[src/logic/alarm_bank_pkg.sv]
// Register map, field positions and reset values of the alarm status bank
package alarm_bank_pkg;

    // ==========================================================
    // Register addresses, first module
    localparam logic [15:0] CRADLE_ALARM_QUALITY_ADDR = 16'h3997;
    localparam logic [15:0] CRADLE_DRAWER_ALARMS_ADDR = 16'h3998;
    localparam logic [15:0] MOTOR_ALARM_QUALITY_ADDR = 16'h3999;
    localparam logic [15:0] MOTOR_ALARMS_ADDR = 16'h399a;
    localparam logic [15:0] OTHER_APP_ALARM_QUALITY_ADDR = 16'h399b;
    localparam logic [15:0] OTHER_APP_ALARMS_ADDR = 16'h399c;
    localparam logic [15:0] PREDEF_INPUT_ALARM_QUALITY_ADDR = 16'h399d;
    localparam logic [15:0] PREDEF_INPUT_ALARMS_ADDR = 16'h399e;
    localparam logic [15:0] DISCREPANCY_ALARM_QUALITY_ADDR = 16'h399f;
    localparam logic [15:0] DISCREPANCY_ALARMS_ADDR = 16'h39a0;
    localparam logic [15:0] RESERVED_TAIL_FIRST_ADDR = 16'h39a1;
    localparam logic [15:0] RESERVED_TAIL_LAST_ADDR = 16'h39a6;

    // Module bases; the second module bank has the same layout at its own base
    localparam logic [15:0] MODULE1_BASE = 16'h3989;
    localparam logic [15:0] MODULE2_BASE = 16'h4541;
    localparam logic [15:0] MODULE2_LAST = 16'h455e;

    // ==========================================================
    // Field positions
    localparam int CRADLE_POS_DISC_BIT = 0;
    localparam int CRADLE_DISCONNECT_OVERDUE_BIT = 1;
    localparam int CRADLE_MAX_OPS_BIT = 2;
    localparam int CRADLE_LIFE_LOW_BIT = 3;
    localparam int NEW_CONTROL_UNIT_BIT = 4;
    localparam int DRAWER_POS_DISC_BIT = 8;
    localparam int CONTACTOR_NOT_CLOSED_BIT = 0;
    localparam int CONTACTOR_NOT_OPENED_BIT = 1;
    localparam int DUAL_SETTINGS_DISC_BIT = 3;
    localparam int PREDEF_INPUT_COUNT = 10;
    localparam int DISCREPANCY_COUNT = 4;

    // Implemented-bit masks; reserved bits read as zero
    localparam logic [15:0] CRADLE_DRAWER_MASK = 16'h011f;
    localparam logic [15:0] MOTOR_MASK = 16'h0000;
    localparam logic [15:0] OTHER_APP_MASK = 16'h000b;
    localparam logic [15:0] PREDEF_INPUT_MASK = 16'h03ff;
    localparam logic [15:0] DISCREPANCY_MASK = 16'h000f;

    // ==========================================================
    // Reset values
    localparam logic [15:0] ALARM_RESET = 16'h0000;
    localparam logic [15:0] QUALITY_RESET = 16'h0000;

endpackage

[src/logic/alarm_word_reg.sv]
// One alarm word with its quality word, reserved bits forced to zero
`timescale 1ns/100ps
module alarm_word_reg
    import alarm_bank_pkg::*;
#(
    parameter logic [15:0] MASK = 16'hffff
) (
    // Clock and reset
    input wire logic clock,
    input wire logic resetn,
    // Live alarm and validity levels
    input wire logic [15:0] alarm_in,
    input wire logic [15:0] valid_in,
    // Captured words
    output logic [15:0] alarm_q,
    output logic [15:0] quality_q
);

    // Per-bit capture; a bit outside MASK is reserved and stays zero
    genvar i;
    generate
        for (i = 0; i < 16; i++) begin : g_bit
            if (MASK[i]) begin : g_used
                // Own flop per bit, so each output bit has a single driver
                logic alarm_bit_q;
                logic quality_bit_q;
                always_ff @(posedge clock or negedge resetn) begin
                    if (!resetn) begin
                        alarm_bit_q <= ALARM_RESET[i];
                        quality_bit_q <= QUALITY_RESET[i];
                    end else begin
                        alarm_bit_q <= alarm_in[i];
                        quality_bit_q <= valid_in[i];
                    end
                end
                assign alarm_q[i] = alarm_bit_q;
                assign quality_q[i] = quality_bit_q;
            end else begin : g_rsvd
                assign alarm_q[i] = 1'b0;
                assign quality_q[i] = 1'b0;
            end
        end
    endgenerate

endmodule // alarm_word_reg

[src/logic/io_module_alarm_status_bank.sv]
// Read-only alarm status bank of an input/output module, with read port
`timescale 1ns/100ps
module io_module_alarm_status_bank
    import alarm_bank_pkg::*;
#(
    parameter logic [15:0] BASE = MODULE1_BASE
) (
    // Clock and reset
    input wire logic clock,
    input wire logic resetn,
    // Cradle and drawer events
    input wire logic cradle_pos_disc,
    input wire logic cradle_disconnect_overdue,
    input wire logic cradle_max_ops,
    input wire logic cradle_life_low,
    input wire logic new_control_unit,
    input wire logic drawer_pos_disc,
    // Other application events
    input wire logic contactor_not_closed,
    input wire logic contactor_not_opened,
    input wire logic dual_settings_disc,
    // Predefined input contacts, bit order as in the alarm word
    input wire logic [PREDEF_INPUT_COUNT-1:0] predef_input_alarm,
    // Module discrepancy: crit hw, crit fw, noncrit hw, noncrit fw
    input wire logic [DISCREPANCY_COUNT-1:0] discrepancy_alarm,
    // Validity of each alarm bit, one word per alarm word
    input wire logic [15:0] cradle_valid,
    input wire logic [15:0] motor_valid,
    input wire logic [15:0] other_app_valid,
    input wire logic [15:0] predef_input_valid,
    input wire logic [15:0] discrepancy_valid,
    // Register read port
    input wire logic rd_en,
    input wire logic [15:0] rd_addr,
    output logic [15:0] rd_data,
    output logic rd_valid,
    output logic rd_error
);

    // ==========================================================
    // Alarm word assembly
    logic [15:0] cradle_word;
    logic [15:0] other_app_word;
    logic [15:0] predef_word;
    logic [15:0] disc_word;

    // Cradle and drawer alarm positions
    always_comb begin
        cradle_word = 16'h0000;
        cradle_word[CRADLE_POS_DISC_BIT] = cradle_pos_disc;
        cradle_word[CRADLE_DISCONNECT_OVERDUE_BIT] = cradle_disconnect_overdue;
        cradle_word[CRADLE_MAX_OPS_BIT] = cradle_max_ops;
        cradle_word[CRADLE_LIFE_LOW_BIT] = cradle_life_low;
        cradle_word[NEW_CONTROL_UNIT_BIT] = new_control_unit;
        cradle_word[DRAWER_POS_DISC_BIT] = drawer_pos_disc;
    end

    // Other application alarm positions, bit 2 left reserved
    always_comb begin
        other_app_word = 16'h0000;
        other_app_word[CONTACTOR_NOT_CLOSED_BIT] = contactor_not_closed;
        other_app_word[CONTACTOR_NOT_OPENED_BIT] = contactor_not_opened;
        other_app_word[DUAL_SETTINGS_DISC_BIT] = dual_settings_disc;
    end

    assign predef_word = {{(16-PREDEF_INPUT_COUNT){1'b0}}, predef_input_alarm};
    assign disc_word = {{(16-DISCREPANCY_COUNT){1'b0}}, discrepancy_alarm};

    // ==========================================================
    // Captured words
    logic [15:0] cradle_q, cradle_qual_q;
    logic [15:0] motor_q, motor_qual_q;
    logic [15:0] other_q, other_qual_q;
    logic [15:0] predef_q, predef_qual_q;
    logic [15:0] disc_q, disc_qual_q;

    alarm_word_reg #(.MASK(CRADLE_DRAWER_MASK)) u_cradle (
        .clock(clock), .resetn(resetn), .alarm_in(cradle_word), .valid_in(cradle_valid),
        .alarm_q(cradle_q), .quality_q(cradle_qual_q)
    );
    // Motor word has no alarms; its quality word is all reserved too
    alarm_word_reg #(.MASK(MOTOR_MASK)) u_motor (
        .clock(clock), .resetn(resetn), .alarm_in(16'h0000), .valid_in(motor_valid),
        .alarm_q(motor_q), .quality_q(motor_qual_q)
    );
    alarm_word_reg #(.MASK(OTHER_APP_MASK)) u_other (
        .clock(clock), .resetn(resetn), .alarm_in(other_app_word), .valid_in(other_app_valid),
        .alarm_q(other_q), .quality_q(other_qual_q)
    );
    alarm_word_reg #(.MASK(PREDEF_INPUT_MASK)) u_predef (
        .clock(clock), .resetn(resetn), .alarm_in(predef_word), .valid_in(predef_input_valid),
        .alarm_q(predef_q), .quality_q(predef_qual_q)
    );
    alarm_word_reg #(.MASK(DISCREPANCY_MASK)) u_disc (
        .clock(clock), .resetn(resetn), .alarm_in(disc_word), .valid_in(discrepancy_valid),
        .alarm_q(disc_q), .quality_q(disc_qual_q)
    );

    // ==========================================================
    // Address decode, relative to this module's base
    logic [15:0] offset;
    logic hit_bank;
    logic [15:0] sel_data;

    // Second module instance uses BASE = MODULE2_BASE, same offsets
    assign offset = 16'(rd_addr - BASE);
    assign hit_bank = (offset <= 16'(RESERVED_TAIL_LAST_ADDR - MODULE1_BASE));

    // Word select strobes; a quality word sits one below its alarm word
    logic pick_cradle_qual;
    logic pick_cradle;
    logic pick_motor_qual;
    logic pick_motor;
    logic pick_other_qual;
    logic pick_other;
    logic pick_predef_qual;
    logic pick_predef;
    logic pick_disc_qual;
    logic pick_disc;

    assign pick_cradle_qual = (offset == 16'(CRADLE_ALARM_QUALITY_ADDR - MODULE1_BASE));
    assign pick_cradle = (offset == 16'(CRADLE_DRAWER_ALARMS_ADDR - MODULE1_BASE));
    assign pick_motor_qual = (offset == 16'(MOTOR_ALARM_QUALITY_ADDR - MODULE1_BASE));
    assign pick_motor = (offset == 16'(MOTOR_ALARMS_ADDR - MODULE1_BASE));
    assign pick_other_qual = (offset == 16'(OTHER_APP_ALARM_QUALITY_ADDR - MODULE1_BASE));
    assign pick_other = (offset == 16'(OTHER_APP_ALARMS_ADDR - MODULE1_BASE));
    assign pick_predef_qual = (offset == 16'(PREDEF_INPUT_ALARM_QUALITY_ADDR - MODULE1_BASE));
    assign pick_predef = (offset == 16'(PREDEF_INPUT_ALARMS_ADDR - MODULE1_BASE));
    assign pick_disc_qual = (offset == 16'(DISCREPANCY_ALARM_QUALITY_ADDR - MODULE1_BASE));
    assign pick_disc = (offset == 16'(DISCREPANCY_ALARMS_ADDR - MODULE1_BASE));

    // AND-OR read multiplexer; any other word of the range reads zero
    assign sel_data = ({16{pick_cradle_qual}} & cradle_qual_q)
        | ({16{pick_cradle}} & cradle_q)
        | ({16{pick_motor_qual}} & motor_qual_q)
        | ({16{pick_motor}} & motor_q)
        | ({16{pick_other_qual}} & other_qual_q)
        | ({16{pick_other}} & other_q)
        | ({16{pick_predef_qual}} & predef_qual_q)
        | ({16{pick_predef}} & predef_q)
        | ({16{pick_disc_qual}} & disc_qual_q)
        | ({16{pick_disc}} & disc_q);

    // ==========================================================
    // Registered read answer, one cycle after the request
    always_ff @(posedge clock or negedge resetn) begin
        if (!resetn) begin
            rd_data <= 16'h0000;
            rd_valid <= 1'b0;
            rd_error <= 1'b0;
        end else begin
            rd_data <= (rd_en && hit_bank) ? sel_data : 16'h0000;
            rd_valid <= rd_en;
            rd_error <= rd_en && !hit_bank; // Outside the bank's range
        end
    end

endmodule // io_module_alarm_status_bank
[config.mk]
export PLATFORM = sky130hd
export DESIGN_NAME = io_module_alarm_status_bank
export DESIGN_NICKNAME = d
export VERILOG_FILES = /design/src/logic/alarm_bank_pkg.sv /design/src/logic/alarm_word_reg.sv /design/src/logic/io_module_alarm_status_bank.sv
export SDC_FILE = /design/constraint.sdc
export NUM_CORES = 1
export LEC_CHECK = 0
export BUFFER_PORTS_ARGS = -buffer_cell sky130_fd_sc_hd__buf_2
export CORE_UTILIZATION = 45
export CTS_CLUSTER_DIAMETER = 200
export CTS_CLUSTER_SIZE = 25
export DETAILED_ROUTE_END_ITERATION = 10
export PLACE_DENSITY = 0.89
export SYNTH_ARGS = -nofsm -noshare
export SYNTH_HDL_FRONTEND = slang
export SYNTH_SLANG_ARGS = --single-unit
export TNS_END_PERCENT = 20
[constraint.sdc]
create_clock -name clock -period 2.6 [get_ports clock]
set_clock_uncertainty 0.2 [all_clocks]
set_input_delay 0.39 -clock clock [delete_from_list [all_inputs] [get_ports clock]]
set_output_delay 0.39 -clock clock [all_outputs]
set_load 0.01 [all_outputs]
[Word-level counts from Yosys, hierarchy flattened]
Index checks and enable logic that the tools add are counted.
Word-level totals
  bits in registers: 64
  word-level logic and storage cells: 78
Cells by class
  add/subtract/negate cells: 1
  magnitude comparators: 1
  equality and inequality tests: 8
  multiplexer cells: 1
  bitwise operators: 15
  reductions and logical operators: 3
Operator list (count)
  $or A16 B16 Y16: 7
  $eq A16 B5 Y1 const B: 6
  $and A16 B4 Y16: 4
  $and A16 B10 Y16: 2
  $and A16 B9 Y16: 2
  $eq A16 B4 Y1 const B: 2
  $le A16 B5 Y1 const B: 1
  $mux W16: 1
  $sub A16 B14 Y16 const B: 1
  $logic_and A1 B1 Y1: 2
  $logic_not A1 Y1: 1

[Depth between registers and ports, before layout]
Gate-level depths: netlist of the first run.
  depth after elaboration: 11
  mapped depth: 8
  mapped depth without buffers: 5

[Modules after synthesis]
Synthesis of the first run repeated with hierarchy kept, for this count alone.
Second synthesis, totals
  cell total of the unflattened synthesis: 447
  area, all modules: 4341.7 µm²
Modules (own cells, without submodules)
  io_module_alarm_status_bank: times used 1, cells each 236, area an instance 1970.6 µm²
  alarm_word_reg at u_predef: times used 1, cells each 53, area an instance 744.5 µm²
  alarm_word_reg at u_cradle: times used 1, cells each 45, area an instance 544.3 µm²
  alarm_word_reg at u_disc: times used 1, cells each 41, area an instance 444.2 µm²
  alarm_word_reg at u_other: times used 1, cells each 39, area an instance 394.1 µm²
  alarm_word_reg at u_motor: times used 1, cells each 33, area an instance 244.0 µm²

[Worst setup path after synthesis of the first run]
OpenSTA, ideal clock, no wires.
  path kind: in2reg
  start: input port rd_addr[2]
  end: register rd_data[5]
  library setup time: 0.096 ns
  arrival: 1.917 ns
  data required time: 2.304 ns
  slack: 0.387 ns
  stages on the path: 8
  cells stage by stage: buf_6 or3_4 buf_6 a31oi_1 mux2i_1 o2111ai_2 buf_6 nor4_2
On the way
  cells in the longest elaborated chain, start to end: 11
  elaborated cells on any way between the ends: 27
  those cells by class: add/sub: 1; order compare: 1; eq/ne: 8; mux: 1; bitwise: 15; reduce/logical: 1
RTL lines
  from (decl): RTL line io_module_alarm_status_bank.sv:34  | input wire logic [15:0] rd_addr,
  $sub A16 B14 Y16 (*): RTL line io_module_alarm_status_bank.sv:106  | assign offset = 16'(rd_addr - BASE);
  $eq A16 B4 Y1 (on tied branches): RTL line io_module_alarm_status_bank.sv:121, io_module_alarm_status_bank.sv:122
  $and A16 B9 Y16 (on tied branches): RTL line io_module_alarm_status_bank.sv:133, io_module_alarm_status_bank.sv:134
  $or A16 B16 Y16: RTL line io_module_alarm_status_bank.sv:134  | | ({16{pick_cradle}} & cradle_q)
  $or A16 B16 Y16: RTL line io_module_alarm_status_bank.sv:137  | | ({16{pick_other_qual}} & other_qual_q)
  $or A16 B16 Y16: RTL line io_module_alarm_status_bank.sv:138  | | ({16{pick_other}} & other_q)
  $or A16 B16 Y16: RTL line io_module_alarm_status_bank.sv:139  | | ({16{pick_predef_qual}} & predef_qual_q)
  $or A16 B16 Y16: RTL line io_module_alarm_status_bank.sv:140  | | ({16{pick_predef}} & predef_q)
  $or A16 B16 Y16: RTL line io_module_alarm_status_bank.sv:141  | | ({16{pick_disc_qual}} & disc_qual_q)
  $or A16 B16 Y16: RTL line io_module_alarm_status_bank.sv:142  | | ({16{pick_disc}} & disc_q);
  $mux W16 (*): RTL line io_module_alarm_status_bank.sv:152  | rd_data <= (rd_en && hit_bank) ? sel_data : 16'h0000;
  to (signal assigned): RTL line io_module_alarm_status_bank.sv:152
  to (decl): RTL line io_module_alarm_status_bank.sv:35  | output logic [15:0] rd_data,
Mark *: on every way between the ends. The rest lies on a longest branch, timed or not.

[Final worst setup path of the first run]
  start: input port rd_addr[6]
  end: register rd_data[7]
Same word-level chain as after synthesis.

==> results of run 1 <==
[power groups by stage]
| stage | logic, mW | clock network (mW) | registers [mW] |
|---|---|---|---|
| finish | 0.208 | 0.695 | 0.951 |
| global route | 0.227 | 0.746 | 0.954 |
| CTS | 0.204 | 0.701 | 0.950 |
| detailed placement | 0.149 | 0 | 0.967 |
| global placement | 0.145 | 0 | 0.965 |
| floorplan | 0.0680 | 0 | 0.965 |
[cells in the final DEF (no fill, tap or decap), drive strengths merged, types with 4 or more instances in the layout]
cell,instances
dfrtp,58
nand2,6
clkinv,4
nand2b,5
a211oi,4
nor3,7
nor4,8
clkbuf,13
buf,86
mux2,4
a22oi,17
conb,6
dlygate4sd3,48
a21oi,4
[stage by stage]
| step | power (mW) | hold WS [ns] | worst slack [ns] | instances | utilization [%] |
|---|---|---|---|---|---|
| CTS | 1.86 | 0.319 | 0.524 | 372 | 70.5 |
| global placement | 1.11 | 0.198 | 0.254 | 308 | 56.9 |
| finish | 1.85 | 0.342 | 0.550 | 372 | 70.5 |
| floorplan | 1.03 | -0.106 | 0.387 | 170 | - |
| global route | 1.93 | 0.365 | 0.435 | 372 | 70.5 |
| detailed placement | 1.12 | 0.208 | 0.212 | 308 | 56.9 |
[worst max path at each step]
stage / slack (ns) / endpoint / cells after the start
2_1_floorplan: 0.39 / rd_data[5]$_DFF_PN0_ / 8
3_3_place_gp: 0.25 / rd_data[9]$_DFF_PN0_ / 7
3_5_place_dp: 0.21 / rd_data[7]$_DFF_PN0_ / 7
4_1_cts: 0.52 / rd_data[7]$_DFF_PN0_ / 7
5_1_grt: 0.44 / rd_data[9]$_DFF_PN0_ / 7
6_report: 0.55 / rd_data[7]$_DFF_PN0_ / 7
[Yosys cell counts, drive strengths merged]
cell / n
nand2: 6
nor3b: 1
nand2b: 5
or3: 2
dfrtp: 58
o21ai: 2
o311a: 1
nand4: 2
or3b: 1
nor2b: 3
o211a: 3
a21oi: 4
nand4b: 1
o2111ai: 1
nor2: 1
or4: 1
inv: 1
o21a: 2
conb: 1
nand3: 3
a31oi: 1
nor3: 7
o31a: 2
and2: 2
xnor2: 1
or2: 1
mux2i: 1
buf: 11
clkbuf: 4
mux2: 4
a22oi: 17
o32ai: 1
a211oi: 4
a311oi: 1
nor4: 8
clkinv: 1
[routing by layer]
metal,up-vias,global-route usage (%),wire length [um]
li1,868,-,-
met1,923,25.5,2130
met2,84,40.8,2900
met3,13,6.53,307
met4,0,10.7,144
met5,-,0,0
[timing repair]
action	in CTS	in global routing
setup buffers	0	0
gates resized for setup	0	0
hold buffers	48	0
hold endpoints to repair	70	0
[worst register-to-register path, cell delays in order, from the launching register on]
cell and delay (ns):
dfrtp_1 0.36, mux2_2 0.26, a22oi_1 0.17, o211a_1 0.17, nor3_1 0.04
[cells by family (layout without fill, tap and decap cells)]
family / count (synthesis) / in the layout / share of synthesized area (%)
buffers and inverters: 17 / 152 / 4.96
multiplexers: 5 / 5 / 2.48
AO/OA/AOI/OAI: 39 / 39 / 14.1
flip-flops: 58 / 58 / 65.4
other: 1 / 6 / 0.169
AND/OR/NAND/NOR: 44 / 44 / 12.5
XOR/XNOR: 1 / 1 / 0.395
[cell type report]
class | count | area (sq um)
Fill cell | 326 | 1390
Timing Repair Buffer | 134 | 948
Tap cell | 67 | 83.8
Sequential cell | 58 | 1450
Inverter | 2 | 7.51
Clock buffer | 13 | 149
Multi-Input combinational cell | 95 | 677
Clock inverter | 3 | 15.0
[registers in the layout, indices dropped and copies added (netlist names), 4 cells and up]
register / flops
rd_data: 10
u_cradle.g_bit.g_used.alarm_bit_q: 6
u_cradle.g_bit.g_used.quality_bit_q: 6
u_disc.g_bit.g_used.alarm_bit_q: 4
u_disc.g_bit.g_used.quality_bit_q: 4
u_predef.g_bit.g_used.alarm_bit_q: 10
u_predef.g_bit.g_used.quality_bit_q: 10
==> out/summary.txt, run 1 <==
Outcome = completed
Period utilization = 78.9%
Buffers plus inverters on the worst setup path = 2
Global-route usage over all layers = 23.0%
Ports = 140
Antenna diode count = 0
Hold path depth = 4
Critical path's largest stage delay = 0.52 ns
Clock power frac = 37.5%
Worst path required time = 2.62 ns
Crit path launch = rd_addr[6]
Area Growth Syn to Fin = 50.1%
Share of layout cells above drive strength 1 = 37.0%
Final Hold Fails = 0
Net Sw Power = 431 uW
Largest cells by area after synthesis = dfrtp_1, a22oi_1, buf_4
Largest net degree at the start of global routing = 36
CTS Buf Count = 9
Post-Synthesis Cell Area = 2220 sq um
Avg Vias per Cell = 5.08
CP Cell Sequence = buf_2 -> or4_1 -> a211oi_2 -> o31a_2 -> o2111ai_2 -> buf_4 -> nor4_2
Synth unique cells = 44
Finished Cell Area = 3330 sq um
Reg2Reg Depth = 4
Clk_lat worst skew = 0.33 ns
Unrepaired setup endpoints after global routing = no
Hold path startpoint = rd_addr[6]
Die height = 72.2 um
Tmin final = 2.05 ns
Routability Congestion = 0.806
RR Endpoint = rd_data[2]$_DFF_PN0_
Setup CP Type = input pin to register
R2r startpoint = u_predef.g_bit[2].g_used.quality_bit_q$_DFF_PN0_
Fmax = 488 MHz
Starting density of the core = 47.0%
Drt pass-1 iters = 6
Fin. max-slew vios = 0
Core ar. = 4720 sq um
Maximum vdd drop = 0.000389 V
Vias in the first global route = 1895
Die Wd = 72.2 um
WL per Instance = 14.8 um
Die ar. = 5220 sq um
Crit path max fanout = 11
Critical path's top delay family = simple AND/OR/NAND/NOR gates
Post-Syn Instances = 165
Slew margin rel. = 62.7%
Post-DRT Antenna Nets = 0
Initial antenna violation count = 0
CTS tree = done
Cell Int Power = 1.42 mW
Setup TNS Final = 0 ns
IO buf count = 76
Crit path DAT = 2.07 ns
Seq pwr share = 51.3%
Num Clock Sinks = 58
CP max stage cell = or4_1
Dpl cell area = 2690 sq um
Yosys warning count = 0
H-Tree Depth = 3
Combinational share of power = 11.2%
Total number of vias = 1888
CTS max path bufs = 2
First-pass GRT wire length = 8.60 mm
Yosys top cell area share = 65.4%
Crit end category = register
Register area share after synthesis = 65.4%
Leak pwr = 1.51 nW
Net Sw Frac = 23.2%
Final setup fails = 0
Worst R2R Setup Slack = 1.27 ns
Hold EP = rd_data[3]$_DFF_PN0_
Final WL = 5.49 mm
Total gr overflow = 0
DRC viols = 0
Flops & latches, synth = 58
Synth area leader = dfrtp_1
Worst setup SP type = input pin
Worst Tran Pin Value = 0.559 ns
Average cell area after synthesis = 13.5 sq um
Final Net Count = 422
Worst Hold Class = input pin to register
MaxCap Viol Count = 0
DP HPWL = 3.23 mm
Initial DRC Count = 122
FP Rows = 25
Clk slew on worst S/H paths = 0.06 ns
Clk root buf = clkbuf_8
PD cells = 556 nW/um^2
Note: power is estimated with default switching activity, not from simulation.
==> inputs of run 2 (changes only) <==
- ABC_AREA: default -> 1
- CORE_UTILIZATION: 45 -> 44
- PLACE_DENSITY: 0.89 -> 0.84
- clock period: 2.6 -> 2.1 ns (I/O delays scaled with it)
==> out/summary.txt, run 2 <==
Total Power = 2.40 mW (+29%)
Num Clock Sinks = 58 (unchanged)
Commonest non-fill, non-tap cell in the layout = buf_2
Flops & latches, synth = 58 (unchanged)
Post-Syn Instances = 270 (+64%)
Final setup fails = 0 (unchanged)
Initial DRC Count = 84 (-31%)
DP HPWL = 3.94 mm (+22%)
Antenna diode count = 0 (unchanged)
Most used DFF post-synth = dfrtp_1
Fin. max-slew vios = 0 (unchanged)
Crit path max fanout = 11 (unchanged)
Largest regs = rd_data x10, u_predef.g_bit.g_used.alarm_bit_q x10, u_predef.g_bit.g_used.quality_bit_q x10
Fmax = 551 MHz
Post-Synthesis Cell Area = 2550 sq um (+15%)
Final Hold Fails = 0 (unchanged)
Post-DRT Antenna Nets = 0 (unchanged)
Largest net degree at the start of global routing = 59 (+64%)
Most frequent cells after synthesis = nand2_1, dfrtp_1, nor2_1
Die ar. = 6120 sq um (+17%)
CTS Buf Count = 9 (unchanged)
Average cell area after synthesis = 9.46 sq um (-30%)
Total gr overflow = 0 (unchanged)
Setup Fix Bufs, Post-CTS = 0 (unchanged)
H-Tree Depth = 3 (unchanged)
Number of flops mapped to enable cells by yosys = 0 (unchanged)
DRC viols = 0 (unchanged)
Worst setup SP type = input pin
Synth area leader = dfrtp_1
Final worst slack = 0.285 ns (-0.264 ns)
Crit end category = register
Core ar. = 5540 sq um (+17%)
Yosys top cell area share = 56.8% (-8.6 points)
Worst path required time = 2.16 ns (-0.46 ns)
Worst Hold Class = input pin to asynchronous set/reset pin
IO buf count = 76 (unchanged)
FP Rows = 27 (+8.0%)
Vias in the first global route = 2455 (+30%)
Starting density of the core = 46.1% (-0.88 points)
Avg Vias per Cell = 4.83 (-4.9%)
Post_cts resized = 0 (unchanged)
Yosys warning count = 0 (unchanged)
Final non-filler cell total = 494 (+33%)
Register area share after synthesis = 56.8% (-8.6 points)
Period utilization = 86.4%
Largest cells by area after synthesis = dfrtp_1, nand2_1, nand4_1
MaxCap Viol Count = 0 (unchanged)
Routability Congestion = 0.846 (+5.0%)
Clk slew on worst S/H paths = 0.06 ns (about the same)
Initial antenna violation count = 0 (unchanged)
Final Net Count = 541 (+28%)
Pre-CTS setup slack = -0.0323 ns (-0.244 ns)
Unrepaired setup endpoints after global routing = no
Asr flop ratio synth = 100% (unchanged)
Crit path DAT = 1.87 ns (-0.20 ns)
Setup CP Type = input pin to register
Share of layout cells above drive strength 1 = 30.6% (-6.5 points)
Final WL = 6.26 mm (+14%)
Ports = 140 (unchanged)
Outcome = completed
Most frequent cells in the layout = buf_2, nand2_1, dfrtp_1
Leak pwr = 1.99 nW (+32%)
Total number of vias = 2384 (+26%)
PD cells = 634 nW/um^2 (+14%)
Clk root buf = clkbuf_8
Drt pass-1 iters = 6 (unchanged)
Worst R2R Setup Slack = 1.02 ns (-0.25 ns)
Dpl cell area = 3130 sq um (+16%)
Die Wd = 78.2 um (+8.3%)
Setup TNS Final = 0 ns (unchanged)
First-pass GRT wire length = 10.4 mm (+21%)
Area Growth Syn to Fin = 48.0%
WL per Instance = 12.7 um (-14%)
Die height = 78.2 um (+8.3%)
Global-route usage over all layers = 22.8% (-0.20 points)
Synth unique cells = 24 (-45%)
Finished Cell Area = 3780 sq um (+13%)
CTS tree = done
Hold Buf Count CTS = 48 (unchanged)
Maximum vdd drop = 0.000576 V (+48%)
Tmin final = 1.81 ns
Post-Place Cells = 432 (+40%)
Count leader, synth = nand2_1
FILL cells = 423 (+30%)
Clk_lat worst skew = 0.34 ns (about the same)
CTS max path bufs = 2 (unchanged)
run 2: routing by layer:
metal,part of all wire (%),global-route usage (%)
met5,0,0
met2,53,41.3
met1,39,24.7
met4,2.0,9.07
met3,5.9,6.98
run 2: final timing paths:
| kind | startpoint | endpoint | depth (start not counted) |
|---|---|---|---|
| setup / recovery | rd_addr[0] | rd_data[0]$_DFF_PN0_ | 13 |
| hold / removal | resetn | u_cradle.g_bit[8].g_used.alarm_bit_q$_DFF_PN0_ | 3 |
| setup reg to reg | u_disc.g_bit[0].g_used.alarm_bit_q$_DFF_PN0_ | rd_data[0]$_DFF_PN0_ | 4 |
| hold reg to reg | u_predef.g_bit[6].g_used.quality_bit_q$_DFF_PN0_ | rd_data[6]$_DFF_PN0_ | 2 |
| max in group asynchronous | resetn | u_cradle.g_bit[3].g_used.quality_bit_q$_DFF_PN0_ | 3 |
| min in group clock | u_predef.g_bit[6].g_used.quality_bit_q$_DFF_PN0_ | rd_data[6]$_DFF_PN0_ | 2 |
run 2: area by class of cell:
class	count	area [sq um]	share of cell area [%]
Multi-Input combinational cell	181	945	25.0
Sequential cell	58	1450	38.4
Clock buffer	10	128	3.38
Inverter	27	101	2.68
Tap cell	72	90.1	2.38
Timing Repair Buffer	142	1020	27.0
Clock inverter	4	45.0	1.19
run 2: through the flow:
stage,hold WS [ns],util (%)
6_report,0.302,68.2
3_5_place_dp,0.137,56.5
3_3_place_gp,0.131,56.5
5_1_grt,0.325,68.2
2_1_floorplan,-0.181,-
4_1_cts,0.311,68.2
run 2: cells by family after synthesis:
| kind of cell | Yosys count | synth area share, % |
|---|---|---|
| DFF | 58 | 56.8 |
| and+or+nand+nor | 158 | 32.4 |
| buffers and inverters | 36 | 6.95 |
| AOI/OAI and AO/OA | 17 | 3.72 |
| other | 1 | 0.147 |
run 2: worst max-delay path, stage by stage:
cell and delay, ns:
buf_2 0.13, nor2_4 0.13, nand2_4 0.08, nand2_4 0.10, nand2_4 0.06, nand2_1 0.12, nand3_2 0.12, nor2_2 0.18
buf_4 0.21, nand4_1 0.13, nand2_1 0.10, nor2_1 0.05, a21oi_1 0.13
run 2: power by group:
part,total [mW],switching [mW],internal (mW),leakage [nW]
registers,1.18,0.0149,1.16,0.699
logic,0.287,0.141,0.146,1.20
clock network,0.929,0.402,0.528,0.0918
total,2.40,0.558,1.84,1.99
